==> config.mk <==
export PLATFORM = sky130hd
export DESIGN_NAME = lkl2_bus_response
export DESIGN_NICKNAME = d
export VERILOG_FILES = /design/src/rtl/lkl2_pkg.sv /design/src/rtl/lkl2_bus_response.sv
export SDC_FILE = /design/constraint.sdc
export NUM_CORES = 1
export LEC_CHECK = 0
export BUFFER_PORTS_ARGS = -buffer_cell sky130_fd_sc_hd__buf_2
export CORE_AREA = 10 10 253 255
export DETAILED_ROUTE_END_ITERATION = 16
export DIE_AREA = 0 0 263 265
export PLACE_DENSITY = 0.61
export SLEW_MARGIN = 10
export SYNTH_ARGS = -nofsm -noshare
export SYNTH_HDL_FRONTEND = slang
export SYNTH_SLANG_ARGS = --single-unit
==> constraint.sdc <==
create_clock -name clock -period 4.2 [get_ports clock]
set_clock_uncertainty 0.05 [all_clocks]
set_input_delay 0 -clock clock [delete_from_list [all_inputs] [get_ports clock]]
set_output_delay 0 -clock clock [all_outputs]
set_load 0.005 [all_outputs]
==> src/rtl/lkl2_pkg.sv <==
// Shared constants and types for the look-aside cache bus response block
package lkl2_pkg;

  // ----------------------------------------------------------------
  // Data path sizing
  // ----------------------------------------------------------------
  localparam int DATA_W     = 32;
  localparam int FIFO_DEPTH = 16;
  localparam int LINE_BEATS = 4;
  localparam int BEAT_W     = 3;
  localparam logic [BEAT_W-1:0] BEATS_LAST = 3'h3;
  localparam logic [BEAT_W-1:0] BEATS_DONE = 3'h4;

  // ----------------------------------------------------------------
  // Transfer type patterns, value and care mask, bit 4 is the first
  // ----------------------------------------------------------------
  localparam logic [4:0] TT_RD_BURST_V = 5'h0A;  // X1X10
  localparam logic [4:0] TT_RD_BURST_M = 5'h0B;
  localparam logic [4:0] TT_WR_BURST_V = 5'h06;  // 00110
  localparam logic [4:0] TT_EXACT_M    = 5'h1F;
  localparam logic [4:0] TT_WR_ANY_V   = 5'h02;  // 00X10
  localparam logic [4:0] TT_WR_ANY_M   = 5'h1B;
  localparam logic [4:0] TT_WR_SB_V    = 5'h02;  // 00010
  localparam logic [4:0] TT_LOW4_M     = 5'h0F;
  localparam logic [4:0] TT_RD_NC_V    = 5'h0A;  // X1010
  localparam logic [4:0] TT_WR_NC_V    = 5'h02;  // X0010
  localparam logic [4:0] TT_RWITM_V    = 5'h0E;  // X1110
  localparam logic [4:0] TT_FLUSH_V    = 5'h04;  // 00100
  localparam logic [4:0] TT_CLEAN_V    = 5'h00;  // 00000
  localparam logic [4:0] TT_KILL_V     = 5'h0C;  // 01100 / 0110X
  localparam logic [4:0] TT_KILL_X_M   = 5'h1E;
  localparam int         TT_READ_BIT   = 3;

  // ----------------------------------------------------------------
  // Carriers
  // ----------------------------------------------------------------
  typedef struct packed {
    logic       start;
    logic       chipset;
    logic [4:0] transferType;
    logic       burstIndicator;
    logic       cacheInhibit;
    logic       writeThroughAttr;
    logic       addressRetry;
    logic       transferAcknowledge;
    logic       cacheBusGrant;
    logic       processorBusRequest;
  } lkl2_pins_s;

  typedef struct packed {
    logic hit;
    logic dirty;
    logic victimDirty;
    logic castoutHit;
    logic castoutFull;
  } lkl2_tag_s;

  typedef struct packed {
    logic lineFill;
    logic castoutSupply;
    logic update;
    logic invalidate;
    logic clearDirty;
    logic restoreVictim;
    logic castoutInvalidate;
    logic writeBack;
  } lkl2_act_s;

  typedef struct packed {
    logic [4:0] transferType;
    logic       burstIndicator;
    logic       cacheInhibit;
    logic       writeThroughAttr;
  } lkl2_attr_s;

  typedef struct packed {
    logic valid;
    logic write;
    logic hit;
  } lkl2_snoop_s;

  localparam lkl2_attr_s COPYBACK_ATTR = '{5'h02, 1'b0, 1'b1, 1'b1};
  localparam lkl2_pins_s PINS_RESET    = '0;

  typedef enum logic [2:0] {
    ST_IDLE, ST_SERVE, ST_FILL, ST_RETRY, ST_PUSHREQ, ST_WAITGRANT, ST_PUSH
  } lkl2_state_e;

endpackage : lkl2_pkg

==> src/rtl/lkl2_bus_response.sv <==
// Look-aside cache bus response logic with its write-back FIFO
`timescale 1ns/1ps
// How it works
// RL1 - Burst read hit claims; miss line-fills
// RL2 - Burst write miss fills unless after snoop hit or snoop write
// RL3 - Write-through burst write hit claims and acknowledges
// RL4 - Copy-back write hitting clean line updates
// RL5 - Copy-back burst write dirty hit updates, clears dirty
// RL6 - Single-beat dirty write hit: retry, push, clear dirty
// RL7 - Uncached read: invalidate clean, push dirty
// RL8 - Uncached write: invalidate clean, push dirty
// RL9 - Flush block: invalidate clean, push dirty
// RL10 - Clean block: push dirty, clear dirty bit
// RL11 - Kill block hit invalidates the tag
// RL12 - Dirty victim, full castout buffer cancels fill unless a burst write hits the castout buffer
// RL13 - Read hitting castout buffer served from it
// RL14 - Retry during dirty fill restores victim state
// RL15 - Write after snoop write: invalidate or no-allocate
// RL16 - Write after snoop read: update or allocate
// RL17 - Retry during read hit aborts service
// RL18 - Chipset flush/write/rwitm: invalidate or push
// RL19 - Chipset clean/read: push dirty, clear dirty
// RL20 - Processor request after retry window drops ours
// RL21 - Copyback drives fixed transfer attributes
// RL22 - Claim every hit the cache will satisfy

// ------------------------------------------------------------------
// Write-back FIFO
// ------------------------------------------------------------------
module lkl2_fifo #(
  parameter int WIDTH = 32,
  parameter int DEPTH = 16
) (
  // Clock and reset
  input  wire logic             clock,
  input  wire logic             reset,
  // Fill side
  input  wire logic             inValid,
  output logic                  inReady,
  input  wire logic [WIDTH-1:0] inData,
  // Drain side
  output logic                  outValid,
  input  wire logic             outReady,
  output logic [WIDTH-1:0]      outData
);
  localparam int AW = $clog2(DEPTH);
  localparam logic [AW:0] FULL_CNT = (AW+1)'(DEPTH);

  logic [WIDTH-1:0] mem [DEPTH];
  logic [AW-1:0]    wrPtr_q;
  logic [AW-1:0]    rdPtr_q;
  logic [AW:0]      count_q;
  logic             push;
  logic             pop;

  assign inReady  = (count_q != FULL_CNT);
  assign outValid = (count_q != '0);
  assign push     = inValid && inReady;
  assign pop      = outValid && outReady;
  assign outData  = mem[rdPtr_q];

  always_ff @(posedge clock) begin
    if (push) begin
      mem[wrPtr_q] <= inData;
    end
  end

  always_ff @(posedge clock or posedge reset) begin
    if (reset) begin
      wrPtr_q <= '0;
      rdPtr_q <= '0;
      count_q <= '0;
    end else begin
      if (push) begin
        wrPtr_q <= wrPtr_q + 1'b1;
      end
      if (pop) begin
        rdPtr_q <= rdPtr_q + 1'b1;
      end
      if (push && !pop) begin
        count_q <= count_q + 1'b1;
      end else if (pop && !push) begin
        count_q <= count_q - 1'b1;
      end
    end
  end
endmodule : lkl2_fifo

// ------------------------------------------------------------------
// Bus response top
// ------------------------------------------------------------------
module lkl2_bus_response
  import lkl2_pkg::*;
(
  // Clock and reset
  input  wire logic              clock,
  input  wire logic              reset,
  // Bus pins, asynchronous
  input  wire lkl2_pins_s        busPins,
  // Tag lookup and fill status, same clock
  input  wire lkl2_tag_s         tagLookup,
  input  wire logic              fillDone,
  // Write-back data from the array
  input  wire logic [DATA_W-1:0] wbData,
  input  wire logic              wbValid,
  output logic                   wbReady,
  // Bus response
  output logic                   hitClaim,
  output logic                   addressAcknowledgeOut,
  output logic                   addressAcknowledgeOe,
  output logic                   transferAcknowledgeOut,
  output logic                   transferAcknowledgeOe,
  output logic                   addressRetryOut,
  output logic                   addressRetryOe,
  output logic                   cacheBusRequest,
  // Copyback mastering
  output lkl2_attr_s             copybackAttr,
  output logic                   copybackAttrOe,
  output logic [DATA_W-1:0]      busDataOut,
  output logic                   busDataOe,
  // Tag array actions
  output lkl2_act_s              tagAction
);

  // ----------------------------------------------------------------
  // Declarations
  // ----------------------------------------------------------------
  lkl2_pins_s        syncA_q;
  lkl2_pins_s        pins_q;
  logic              startPrev_q;
  logic              start;
  lkl2_state_e       state_q;
  logic [BEAT_W-1:0] beat_q;
  lkl2_snoop_s       snoop_q;
  logic              pendInv_q;
  logic              pendClr_q;
  logic              victimDirty_q;
  logic              hitClaim_q;
  lkl2_act_s         tagAction_q;
  lkl2_act_s         dec;
  logic              decClaim;
  logic              decPush;
  logic              decPushInv;
  logic              decPushClr;
  logic              fillReq;
  logic              rdBurst;
  logic              wrBurst;
  logic              fifoValid;
  logic              pop;
  logic [4:0]        tt;

  function automatic logic ttIs(input logic [4:0] t, input logic [4:0] v,
                                input logic [4:0] m);
    return (t & m) == v;
  endfunction : ttIs

  // ----------------------------------------------------------------
  // Pin synchroniser and transfer start edge
  // ----------------------------------------------------------------
  always_ff @(posedge clock or posedge reset) begin
    if (reset) begin
      syncA_q <= PINS_RESET;
      pins_q  <= PINS_RESET;
    end else begin
      syncA_q <= busPins;
      pins_q  <= syncA_q;
    end
  end

  always_ff @(posedge clock or posedge reset) begin
    if (reset) begin
      startPrev_q <= 1'b0;
    end else begin
      startPrev_q <= pins_q.start;
    end
  end

  assign start   = pins_q.start && !startPrev_q && (state_q == ST_IDLE);
  assign tt      = pins_q.transferType;
  assign rdBurst = ttIs(tt, TT_RD_BURST_V, TT_RD_BURST_M) && !pins_q.burstIndicator
                   && pins_q.cacheInhibit;
  assign wrBurst = ttIs(tt, TT_WR_BURST_V, TT_EXACT_M) && !pins_q.burstIndicator
                   && pins_q.cacheInhibit;

  // ----------------------------------------------------------------
  // Response decision
  // ----------------------------------------------------------------
  always_comb begin
    dec        = '0;
    decClaim   = 1'b0;
    decPush    = 1'b0;
    decPushInv = 1'b0;
    decPushClr = 1'b0;
    fillReq    = 1'b0;
    if (pins_q.chipset) begin
      if (ttIs(tt, TT_KILL_V, TT_KILL_X_M) || ttIs(tt, TT_WR_BURST_V, TT_EXACT_M)) begin
        dec.invalidate = tagLookup.hit;  // [RL11]
      end else if (ttIs(tt, TT_FLUSH_V, TT_EXACT_M) || ttIs(tt, TT_WR_NC_V, TT_LOW4_M)
                   || ttIs(tt, TT_RWITM_V, TT_LOW4_M)) begin
        if (tagLookup.hit && tagLookup.dirty) begin
          decPush    = 1'b1;  // [RL18]
          decPushInv = 1'b1;
        end else begin
          dec.invalidate = tagLookup.hit;  // [RL18]
        end
      end else if (ttIs(tt, TT_CLEAN_V, TT_EXACT_M) || ttIs(tt, TT_RD_NC_V, TT_LOW4_M)) begin
        decPush    = tagLookup.hit && tagLookup.dirty;  // [RL19]
        decPushClr = tagLookup.hit && tagLookup.dirty;
      end
    end else if (rdBurst) begin
      decClaim = tagLookup.hit;  // [RL1] [RL22]
      fillReq  = !tagLookup.hit;  // [RL1]
    end else if (wrBurst) begin
      if (snoop_q.valid && snoop_q.hit) begin
        // Line just touched by a snoop: no claim, fix up the tag
        if (snoop_q.write) begin
          dec.invalidate = tagLookup.hit;  // [RL15]
        end else begin
          dec.update     = tagLookup.hit;  // [RL16]
          dec.clearDirty = tagLookup.hit;
        end
      end else if (!tagLookup.hit) begin
        fillReq = !(snoop_q.valid && snoop_q.write);  // [RL2] [RL15] [RL16]
      end else if (pins_q.writeThroughAttr) begin
        decClaim = 1'b1;  // [RL3] [RL22]
      end else begin
        dec.update     = 1'b1;  // [RL4] [RL5]
        dec.clearDirty = tagLookup.dirty;  // [RL5]
      end
    end else if (ttIs(tt, TT_WR_ANY_V, TT_WR_ANY_M) && pins_q.cacheInhibit
                 && !pins_q.writeThroughAttr && tagLookup.hit && !tagLookup.dirty) begin
      dec.update = 1'b1;  // [RL4]
    end else if (ttIs(tt, TT_WR_SB_V, TT_EXACT_M) && pins_q.burstIndicator
                 && pins_q.cacheInhibit && !pins_q.writeThroughAttr
                 && tagLookup.hit && tagLookup.dirty) begin
      decPush    = 1'b1;  // [RL6]
      decPushClr = 1'b1;
    end else if ((ttIs(tt, TT_RD_NC_V, TT_LOW4_M) || ttIs(tt, TT_WR_NC_V, TT_LOW4_M))
                 && pins_q.burstIndicator && !pins_q.cacheInhibit && tagLookup.hit) begin
      decPush        = tagLookup.dirty;  // [RL7] [RL8]
      decPushInv     = tagLookup.dirty;
      dec.invalidate = !tagLookup.dirty;  // [RL7] [RL8]
    end else if (ttIs(tt, TT_FLUSH_V, TT_EXACT_M) && tagLookup.hit) begin
      decPush        = tagLookup.dirty;  // [RL9]
      decPushInv     = tagLookup.dirty;
      dec.invalidate = !tagLookup.dirty;  // [RL9]
    end else if (ttIs(tt, TT_CLEAN_V, TT_EXACT_M) && tagLookup.hit) begin
      decPush    = tagLookup.dirty;  // [RL10]
      decPushClr = tagLookup.dirty;
    end else if (ttIs(tt, TT_KILL_V, TT_EXACT_M) && tagLookup.hit) begin
      dec.invalidate = 1'b1;  // [RL11]
    end
    if (fillReq) begin
      if (!wrBurst && tagLookup.castoutHit) begin
        dec.castoutSupply = 1'b1;  // [RL13]
      end else if (!(tagLookup.victimDirty && tagLookup.castoutFull)
                   || (wrBurst && tagLookup.castoutHit)) begin
        dec.lineFill = 1'b1;  // [RL12]
      end
    end
  end

  // ----------------------------------------------------------------
  // Sequencer
  // ----------------------------------------------------------------
  always_ff @(posedge clock or posedge reset) begin
    if (reset) begin
      state_q <= ST_IDLE;
      beat_q  <= '0;
    end else begin
      unique case (state_q)
        ST_IDLE: begin
          beat_q <= '0;
          if (start && decClaim) begin
            state_q <= ST_SERVE;
          end else if (start && decPush) begin
            state_q <= ST_RETRY;
          end else if (start && dec.lineFill) begin
            state_q <= ST_FILL;
          end
        end
        ST_SERVE: begin
          if (pins_q.addressRetry || beat_q == BEATS_DONE) begin
            state_q <= ST_IDLE;  // [RL17]
          end else begin
            beat_q <= beat_q + 1'b1;
          end
        end
        ST_FILL: begin
          if (pins_q.addressRetry || fillDone) begin
            state_q <= ST_IDLE;  // [RL14]
          end
        end
        ST_RETRY: begin
          state_q <= ST_PUSHREQ;
        end
        ST_PUSHREQ: begin
          // Processor wants the bus back: give up, it will retry
          state_q <= pins_q.processorBusRequest ? ST_IDLE : ST_WAITGRANT;  // [RL20]
        end
        ST_WAITGRANT: begin
          if (pins_q.cacheBusGrant) begin
            state_q <= ST_PUSH;
          end
        end
        ST_PUSH: begin
          if (pop) begin
            beat_q <= beat_q + 1'b1;
            if (beat_q == BEATS_LAST) begin
              state_q <= ST_IDLE;
            end
          end
        end
      endcase
    end
  end

  // ----------------------------------------------------------------
  // Per-transaction memory: snoop history and pending push action
  // ----------------------------------------------------------------
  always_ff @(posedge clock or posedge reset) begin
    if (reset) begin
      snoop_q <= '0;
    end else if (start) begin
      snoop_q.valid <= pins_q.chipset;  // [RL15] [RL16]
      snoop_q.write <= !tt[TT_READ_BIT];
      snoop_q.hit   <= tagLookup.hit;
    end
  end

  always_ff @(posedge clock or posedge reset) begin
    if (reset) begin
      pendInv_q     <= 1'b0;
      pendClr_q     <= 1'b0;
      victimDirty_q <= 1'b0;
    end else if (start) begin
      pendInv_q     <= decPushInv;
      pendClr_q     <= decPushClr;
      victimDirty_q <= tagLookup.victimDirty;
    end
  end

  // ----------------------------------------------------------------
  // Claim level and tag action pulses
  // ----------------------------------------------------------------
  always_ff @(posedge clock or posedge reset) begin
    if (reset) begin
      hitClaim_q <= 1'b0;
    end else if (start && decClaim) begin
      hitClaim_q <= 1'b1;  // [RL22]
    end else if (state_q == ST_SERVE && (pins_q.addressRetry || beat_q == BEATS_DONE)) begin
      hitClaim_q <= 1'b0;  // [RL17]
    end
  end

  always_ff @(posedge clock or posedge reset) begin
    if (reset) begin
      tagAction_q <= '0;
    end else begin
      tagAction_q <= '0;
      if (start) begin
        tagAction_q <= dec;
      end
      if (state_q == ST_FILL && pins_q.addressRetry && victimDirty_q) begin
        tagAction_q.restoreVictim     <= 1'b1;  // [RL14]
        tagAction_q.castoutInvalidate <= 1'b1;
      end
      if (state_q == ST_WAITGRANT && pins_q.cacheBusGrant) begin
        tagAction_q.writeBack <= 1'b1;
      end
      if (state_q == ST_PUSH && pop && beat_q == BEATS_LAST) begin
        tagAction_q.invalidate <= pendInv_q;  // [RL7] [RL9] [RL18]
        tagAction_q.clearDirty <= pendClr_q;  // [RL6] [RL10] [RL19]
      end
    end
  end

  // ----------------------------------------------------------------
  // Write-back data path and bus drive
  // ----------------------------------------------------------------
  assign pop = (state_q == ST_PUSH) && fifoValid && pins_q.transferAcknowledge;

  lkl2_fifo #(
    .WIDTH (DATA_W),
    .DEPTH (FIFO_DEPTH)
  ) u_wbFifo (
    .clock    (clock),
    .reset    (reset),
    .inValid  (wbValid),
    .inReady  (wbReady),
    .inData   (wbData),
    .outValid (fifoValid),
    .outReady (pop),
    .outData  (busDataOut)
  );

  assign hitClaim               = hitClaim_q;
  assign tagAction              = tagAction_q;
  assign addressAcknowledgeOut  = (state_q == ST_SERVE) && (beat_q == '0);  // [RL1] [RL3]
  assign addressAcknowledgeOe   = addressAcknowledgeOut;
  assign transferAcknowledgeOut = (state_q == ST_SERVE) && (beat_q != '0);
  assign transferAcknowledgeOe  = transferAcknowledgeOut;
  assign addressRetryOut        = (state_q == ST_RETRY);
  assign addressRetryOe         = addressRetryOut;
  assign cacheBusRequest        = (state_q == ST_RETRY) || (state_q == ST_WAITGRANT)
                                  || (state_q == ST_PUSHREQ && !pins_q.processorBusRequest);
  assign copybackAttr           = COPYBACK_ATTR;  // [RL21]
  assign copybackAttrOe         = (state_q == ST_PUSH);
  assign busDataOe              = (state_q == ST_PUSH) && fifoValid;
endmodule : lkl2_bus_response

== After elaboration in Yosys (flattened, before gate mapping) ==
Memory sizes are Yosys's and may differ from the RTL's.
Index checks and enable logic that the tools add are counted.
Word-level totals
  word-level logic and storage cells: 244
  output and inout bits: 59
  bits in writable memories: 512
  bits of input ports: 55
  flip-flop bits (word level): 63
  memories kept: 1
Cells by class
  reduce and logical (&&, ||, !) cells: 78
  add/sub/neg operators: 5
  muxes and demuxes: 93
  equality and inequality tests: 26
Memory list
  u_wbFifo.mem: depth 16, width 32, read ports 1, clocked after memory_dff 0, wr ports 1, line lkl2_bus_response.sv:49  | logic [WIDTH-1:0] mem [DEPTH];
Operators with widths (count)
  1-bit two-way mux: 72
  1-bit logical AND: 45
  3-bit two-way mux: 12
  3-bit case mux with 7 select lines: 1
  3-bit == test, second input constant: 5
  1-bit logical NOT: 13
  5-bit by 3-bit == test with 1-bit output, second input constant: 2
  1-bit logical OR: 10
  5-bit two-way mux: 2
  3-bit by 2-bit == test with 1-bit output, second input constant: 3
  3-bit case mux with 3 select lines: 1
  4-bit by 1-bit adder with 4-bit output, second input constant: 2
  4-bit by 2-bit == test with 1-bit output, second input constant: 2
  4-bit == test, second input constant: 2
  2-bit two-way mux: 4
  8-bit two-way mux: 1
  2-bit != test, second input constant: 4
  3-bit logical NOT: 2
  6-bit AND reduction: 1
  3-bit nonzero test: 2
  5-bit by 1-bit adder with 5-bit output, second input constant: 1
  5-bit by 2-bit == test with 1-bit output, second input constant: 1
  5-bit by 4-bit == test with 1-bit output, second input constant: 1
  5-bit logical NOT: 1
  10 further kinds: 12

== Logic depth before layout (Yosys ltp) ==
  depth after elaboration: 15
  mapped depth: 11
  depth with buffers taken out: 10

== Hierarchy ==
From an unflattened synthesis, not the netlist that was laid out.
Second synthesis, totals
  cell total of the unflattened synthesis: 1212
  area total of the unflattened synthesis: 22625.4 um^2
Modules (own cells, without submodules)
  lkl2_fifo: times used 1, area an instance 20405.8 um^2, seq. area each 15700.1 um^2, cells each 1006
  lkl2_bus_response: times used 1, area an instance 2219.6 um^2, seq. area each 1226.2 um^2, cells each 206

== Least setup slack after synthesis ==
Ideal clock, no wire load.
  kind: register to register
  from: register u_wbFifo.count_q[0]
  to: memory u_wbFifo.mem[3][0] (enable)
  path buffers: 0
  arrival time: 3.385 ns
  stages on the path, launching flop included: 5
  required time: 3.689 ns
  period minus slack after synthesis: 3.896 ns
  library setup time: 0.461 ns
  path slack: 0.304 ns
  cells stage by stage: dfrtp_1 -> nor4_1 -> a21boi_1 -> nand2_1 -> nor3_1
Between the ends
  word-level cells in the longest chain between the ends: 4
Ends and longest elaborated chain
  start, declared: line lkl2_bus_response.sv:52  | logic [AW:0] count_q;
  start signal, assigned: line lkl2_bus_response.sv:81  | count_q <= count_q + 1'b1;
  start signal, assigned: line lkl2_bus_response.sv:83  | count_q <= count_q - 1'b1;
  5-bit != test: line lkl2_bus_response.sv:56  | assign inReady = (count_q != FULL_CNT);
  1-bit logical AND: line lkl2_bus_response.sv:58  | assign push = inValid && inReady;
  via u_wbFifo.push: line lkl2_bus_response.sv:53  | logic push;
  1-bit two-way mux: line lkl2_bus_response.sv:63  | if (push) begin
  1-bit two-way mux (implied by the code): line lkl2_bus_response.sv:64  | mem[wrPtr_q] <= inData;
  end, declared: line lkl2_bus_response.sv:49
The timed path passes the listed nets, and every way through them passes these cells.

== Final worst setup path ==
  from: register u_wbFifo.rdPtr_q[0]
  to: output busDataOut[7]
Between the ends
  word-level cells in the longest chain between the ends: 1
Ends and longest elaborated chain
  start, declared: line lkl2_bus_response.sv:51  | logic [AW-1:0] rdPtr_q;
  start signal, assigned: line lkl2_bus_response.sv:78  | rdPtr_q <= rdPtr_q + 1'b1;
  memory 16 x 32 bit
  end, declared: line lkl2_bus_response.sv:119  | output logic [DATA_W-1:0] busDataOut,
No other way between the ends.

==> results.md <==
* Core area at 58800 µm²
* Outcome: finished, final reports clean
* Mapped Area at 22250 µm²
* Num Clock Sinks at between 500 and 600
* Routing usage on met1 at approximately 18%
* Synth area leader: edfxtp_1
* H-Tree Depth at 2
* Clk buf depth at 3
* Crit start category: flip-flop
* Final hold slack at 0.08469 ns
* Synth top area share at 69.10%
* Gr busiest metal: met2
* Nets at ~1300
* CP Max Fanout at 38
* Routed vias at approximately 11000
* Sw Share at 23.98%
* CP Class: flip-flop to output pin
* Drt first pass iters at 5
* Register share of total power at 48.7%
* Net switching power at 3.475 mW
* Worst VDD drop at 0.4764 mV
* Initial antenna violation count at 2
* Synth Instances at 1009
* Setup_tns at 0 ns
* Largest net degree at the start of global routing at 63
* Met2 global-route usage at 22.09%
* Number of synthesized register bits at 574
* Worst Setup End Kind: output pin
* Die width at 263 µm
* GR Overflow Total at 0
* Antenna-violating nets left at 0
* Final Util at 45.25%
* Reg2Reg Depth at 10
* Required time worst endpoint at 4.15 ns
* GPL Wtd Cong at 0.7635
* Worst Max-Slew Pin Slew at 1.076 ns
* CTS root buf: clkbuf_16
* Origin of the critical flop-to-flop path: u_wbFifo.count_q[0]
* Avg Inst Size Synth at 22.05 µm²
* Hold endpoint: victimDirty_q
* Commonest non-fill, non-tap cells in the layout: edfxtp_1 (512), mux4_2 (160), buf_2 (105), dlygate4sd3_1 (71), clkbuf_16 (61)
* Endpoints failing setup at 0
* RSZ-0062 raised after global routing: false
* R2r setup slk at approximately 1.1 ns
* Die area at about 70000 µm²
* Cell Rows at 89
* Initial DRC count at slightly below 800
* Layout cells sized above 1 at 32.29%
* Final WL at 46.34 mm
* GR Util All Layers at 13.30%
* Post-synthesis cell type count at 58
* Io pins at 114
* Ys flop type: edfxtp_1
* Cts bufs inserted at 60
* Internal power at 11.02 mW
* First-pass GRT wire length at 71.68 mm
* EDFF count, synth at about 500
* Max-slew violations at 0
* DR vias/cell at slightly above 5
* Initial Util at between 30% and 40%
* Worst hold-check path type: input pin to flip-flop
* Max Cap Violations at 0
* Final hold vios at 0
* CTS tree: yes
* Area growth syn-to-layout at 19.57%
* Chip height at ~270 µm
* Clk_lat worst skew at 0.63 ns
* Final HPWL DP at ~28 mm
* Fin crit share at 78.40%
* RR Endpoint: u_wbFifo.count_q[4]
* Logic pwr share at 13.6%
* Post-CTS Setup Bufs at 0
* Routed wire per std cell at 22.63 µm
* Leading cell type in the layout, fill and taps excluded: edfxtp_1
* FFs w/ async S/R, synth at between 10% and 20%
* Slew HR at 28.30%
* Clock transition at path regs at approximately 0.060 ns
* PostCTS Resize Cnt at 0
* Vias in the first global route at 11290
* HP Start: tagLookup[2]
* M3 GR Usage at 2.880%
* Pwr dens at 544.8 nW/µm²
* Tmin final at 3.293 ns
* DRC Markers at 0
* Worst Hold Path Cells at 4
* Ys Warns at 0
* Ranking of synthesized cells by area: edfxtp_1 (69%), mux4_2 (16%), dfrtp_1 (7.0%)
* Max Freq at roughly 300 MHz
* Clock power share at 37.7%
* Crit path DAT at between 3 and 4 ns
* I/O Buffers at ~110
* Static Leak at 8.710 nW
* Sequential fraction of the synthesis area at 76.08%
cells by family after synthesis:
kind of cell / Yosys count / share of synthesized area (%)
flip-flops: 574 / 76.08
multiplexers: 165 / 16.43
AND/OR/NAND/NOR: 111 / 2.581
buffers and inverters: 79 / 1.980
AO/OA/AOI/OAI: 53 / 1.665
adder cells (fa/ha/maj): 13 / 0.7648
XOR/XNOR: 12 / 0.4724
other: 2 / 0.03375
state kept, by name, indices dropped and copies added, names as in the netlist:
| register | cells |
|---|---|
| beat_q | 3 |
| hitClaim | 1 |
| pendClr_q | 1 |
| pendInv_q | 1 |
| pins_q | 9 |
| snoop_q | 3 |
| startPrev_q | 1 |
| state_q | 3 |
| syncA_q | 14 |
| tagAction | 7 |
| tt | 5 |
| u_wbFifo.count_q | 5 |
| u_wbFifo.mem | 512 |
| u_wbFifo.rdPtr_q | 4 |
| u_wbFifo.wrPtr_q | 4 |
| victimDirty_q | 1 |
power by group through the flow:
stage	sequential (mW)	clock [mW]	combinational [mW]
after floorplan	7.04	0	1.33
after global routing	7.11	5.83	2.14
after CTS	7.07	5.60	2.03
after detailed placement	7.18	0	1.97
final	7.06	5.47	1.96
after global placement	7.15	0	1.95
final cells by class:
type | instances | area (µm²)
fill | 4950 | 32190
sequential | 574 | 16940
multi-input combinational | 362 | 5015
clock buffer | 77 | 1587
timing repair buffer | 210 | 1579
tap | 773 | 967.2
clock inverter | 35 | 457.9
inverter | 15 | 56.30
antenna | 2 | 5.005
synth_stat cells, drive strengths merged, types with 2 or more instances:
master,instances
nand3,6
nand4,4
o21ai,13
nor2,23
or2,2
o31ai,3
nand3b,3
xnor2,10
nor2b,3
a2111oi,2
edfxtp,512
buf,41
xor2,2
nor4,7
inv,15
a311oi,2
and3,2
nand2,32
mux4,160
a211o,4
or4bb,2
mux2i,4
nand2b,5
conb,2
o211ai,5
nor3,12
clkbuf,23
a21o,2
dfrtp,62
a21oi,10
o21a,3
nor3b,2
ha,12
a21boi,2
worst max-delay path by stage:
stage,start,endpoint,cells after the start
CTS,u_wbFifo.rdPtr_q[0],busDataOut[7],4
detailed placement,u_wbFifo.count_q[0],u_wbFifo.count_q[4],10
global placement,u_wbFifo.count_q[0],u_wbFifo.count_q[4],10
floorplan,u_wbFifo.count_q[0],u_wbFifo.mem[3][0],4
finish,u_wbFifo.rdPtr_q[0],busDataOut[7],4
global route,u_wbFifo.rdPtr_q[0],busDataOut[5],4
per-stage QoR:
| step | cell area [µm²] | total power [mW] | setup slack, ns | cells |
|---|---|---|---|---|
| 2_1_floorplan | 22270 | 8.376 | 0.3037 | 1015 |
| 3_3_place_gp | 23840 | 9.095 | 1.202 | 1863 |
| 3_5_place_dp | 23840 | 9.150 | 1.129 | 1863 |
| 4_1_cts | 26600 | 14.69 | 0.8002 | 2046 |
| 5_1_grt | 26600 | 15.08 | 0.7044 | 2047 |
| 6_report | 26600 | 14.49 | 0.9071 | 2048 |
metal layers:
metal  vias to the layer above  wire [µm]
met5                         -          0
met3                        58       2479
li1                       4622          -
met2                       275      23130
met4                         0        821
met1                      5612      19910
critical path, cell delays in order, from the launching register on:
cell and delay (ns):
dfrtp_4 0.97, buf_12 0.35, mux4_2 0.58, mux4_2 0.50, buf_2 0.15
what timing repair did:
| item | CTS | global route |
|---|---|---|
| hold buffers | 71 | 0 |
| endpoints found under the setup margin | 0 | 0 |
| endpoints found under the hold margin | 604 | 0 |
(Power assumes the default switching activity.)
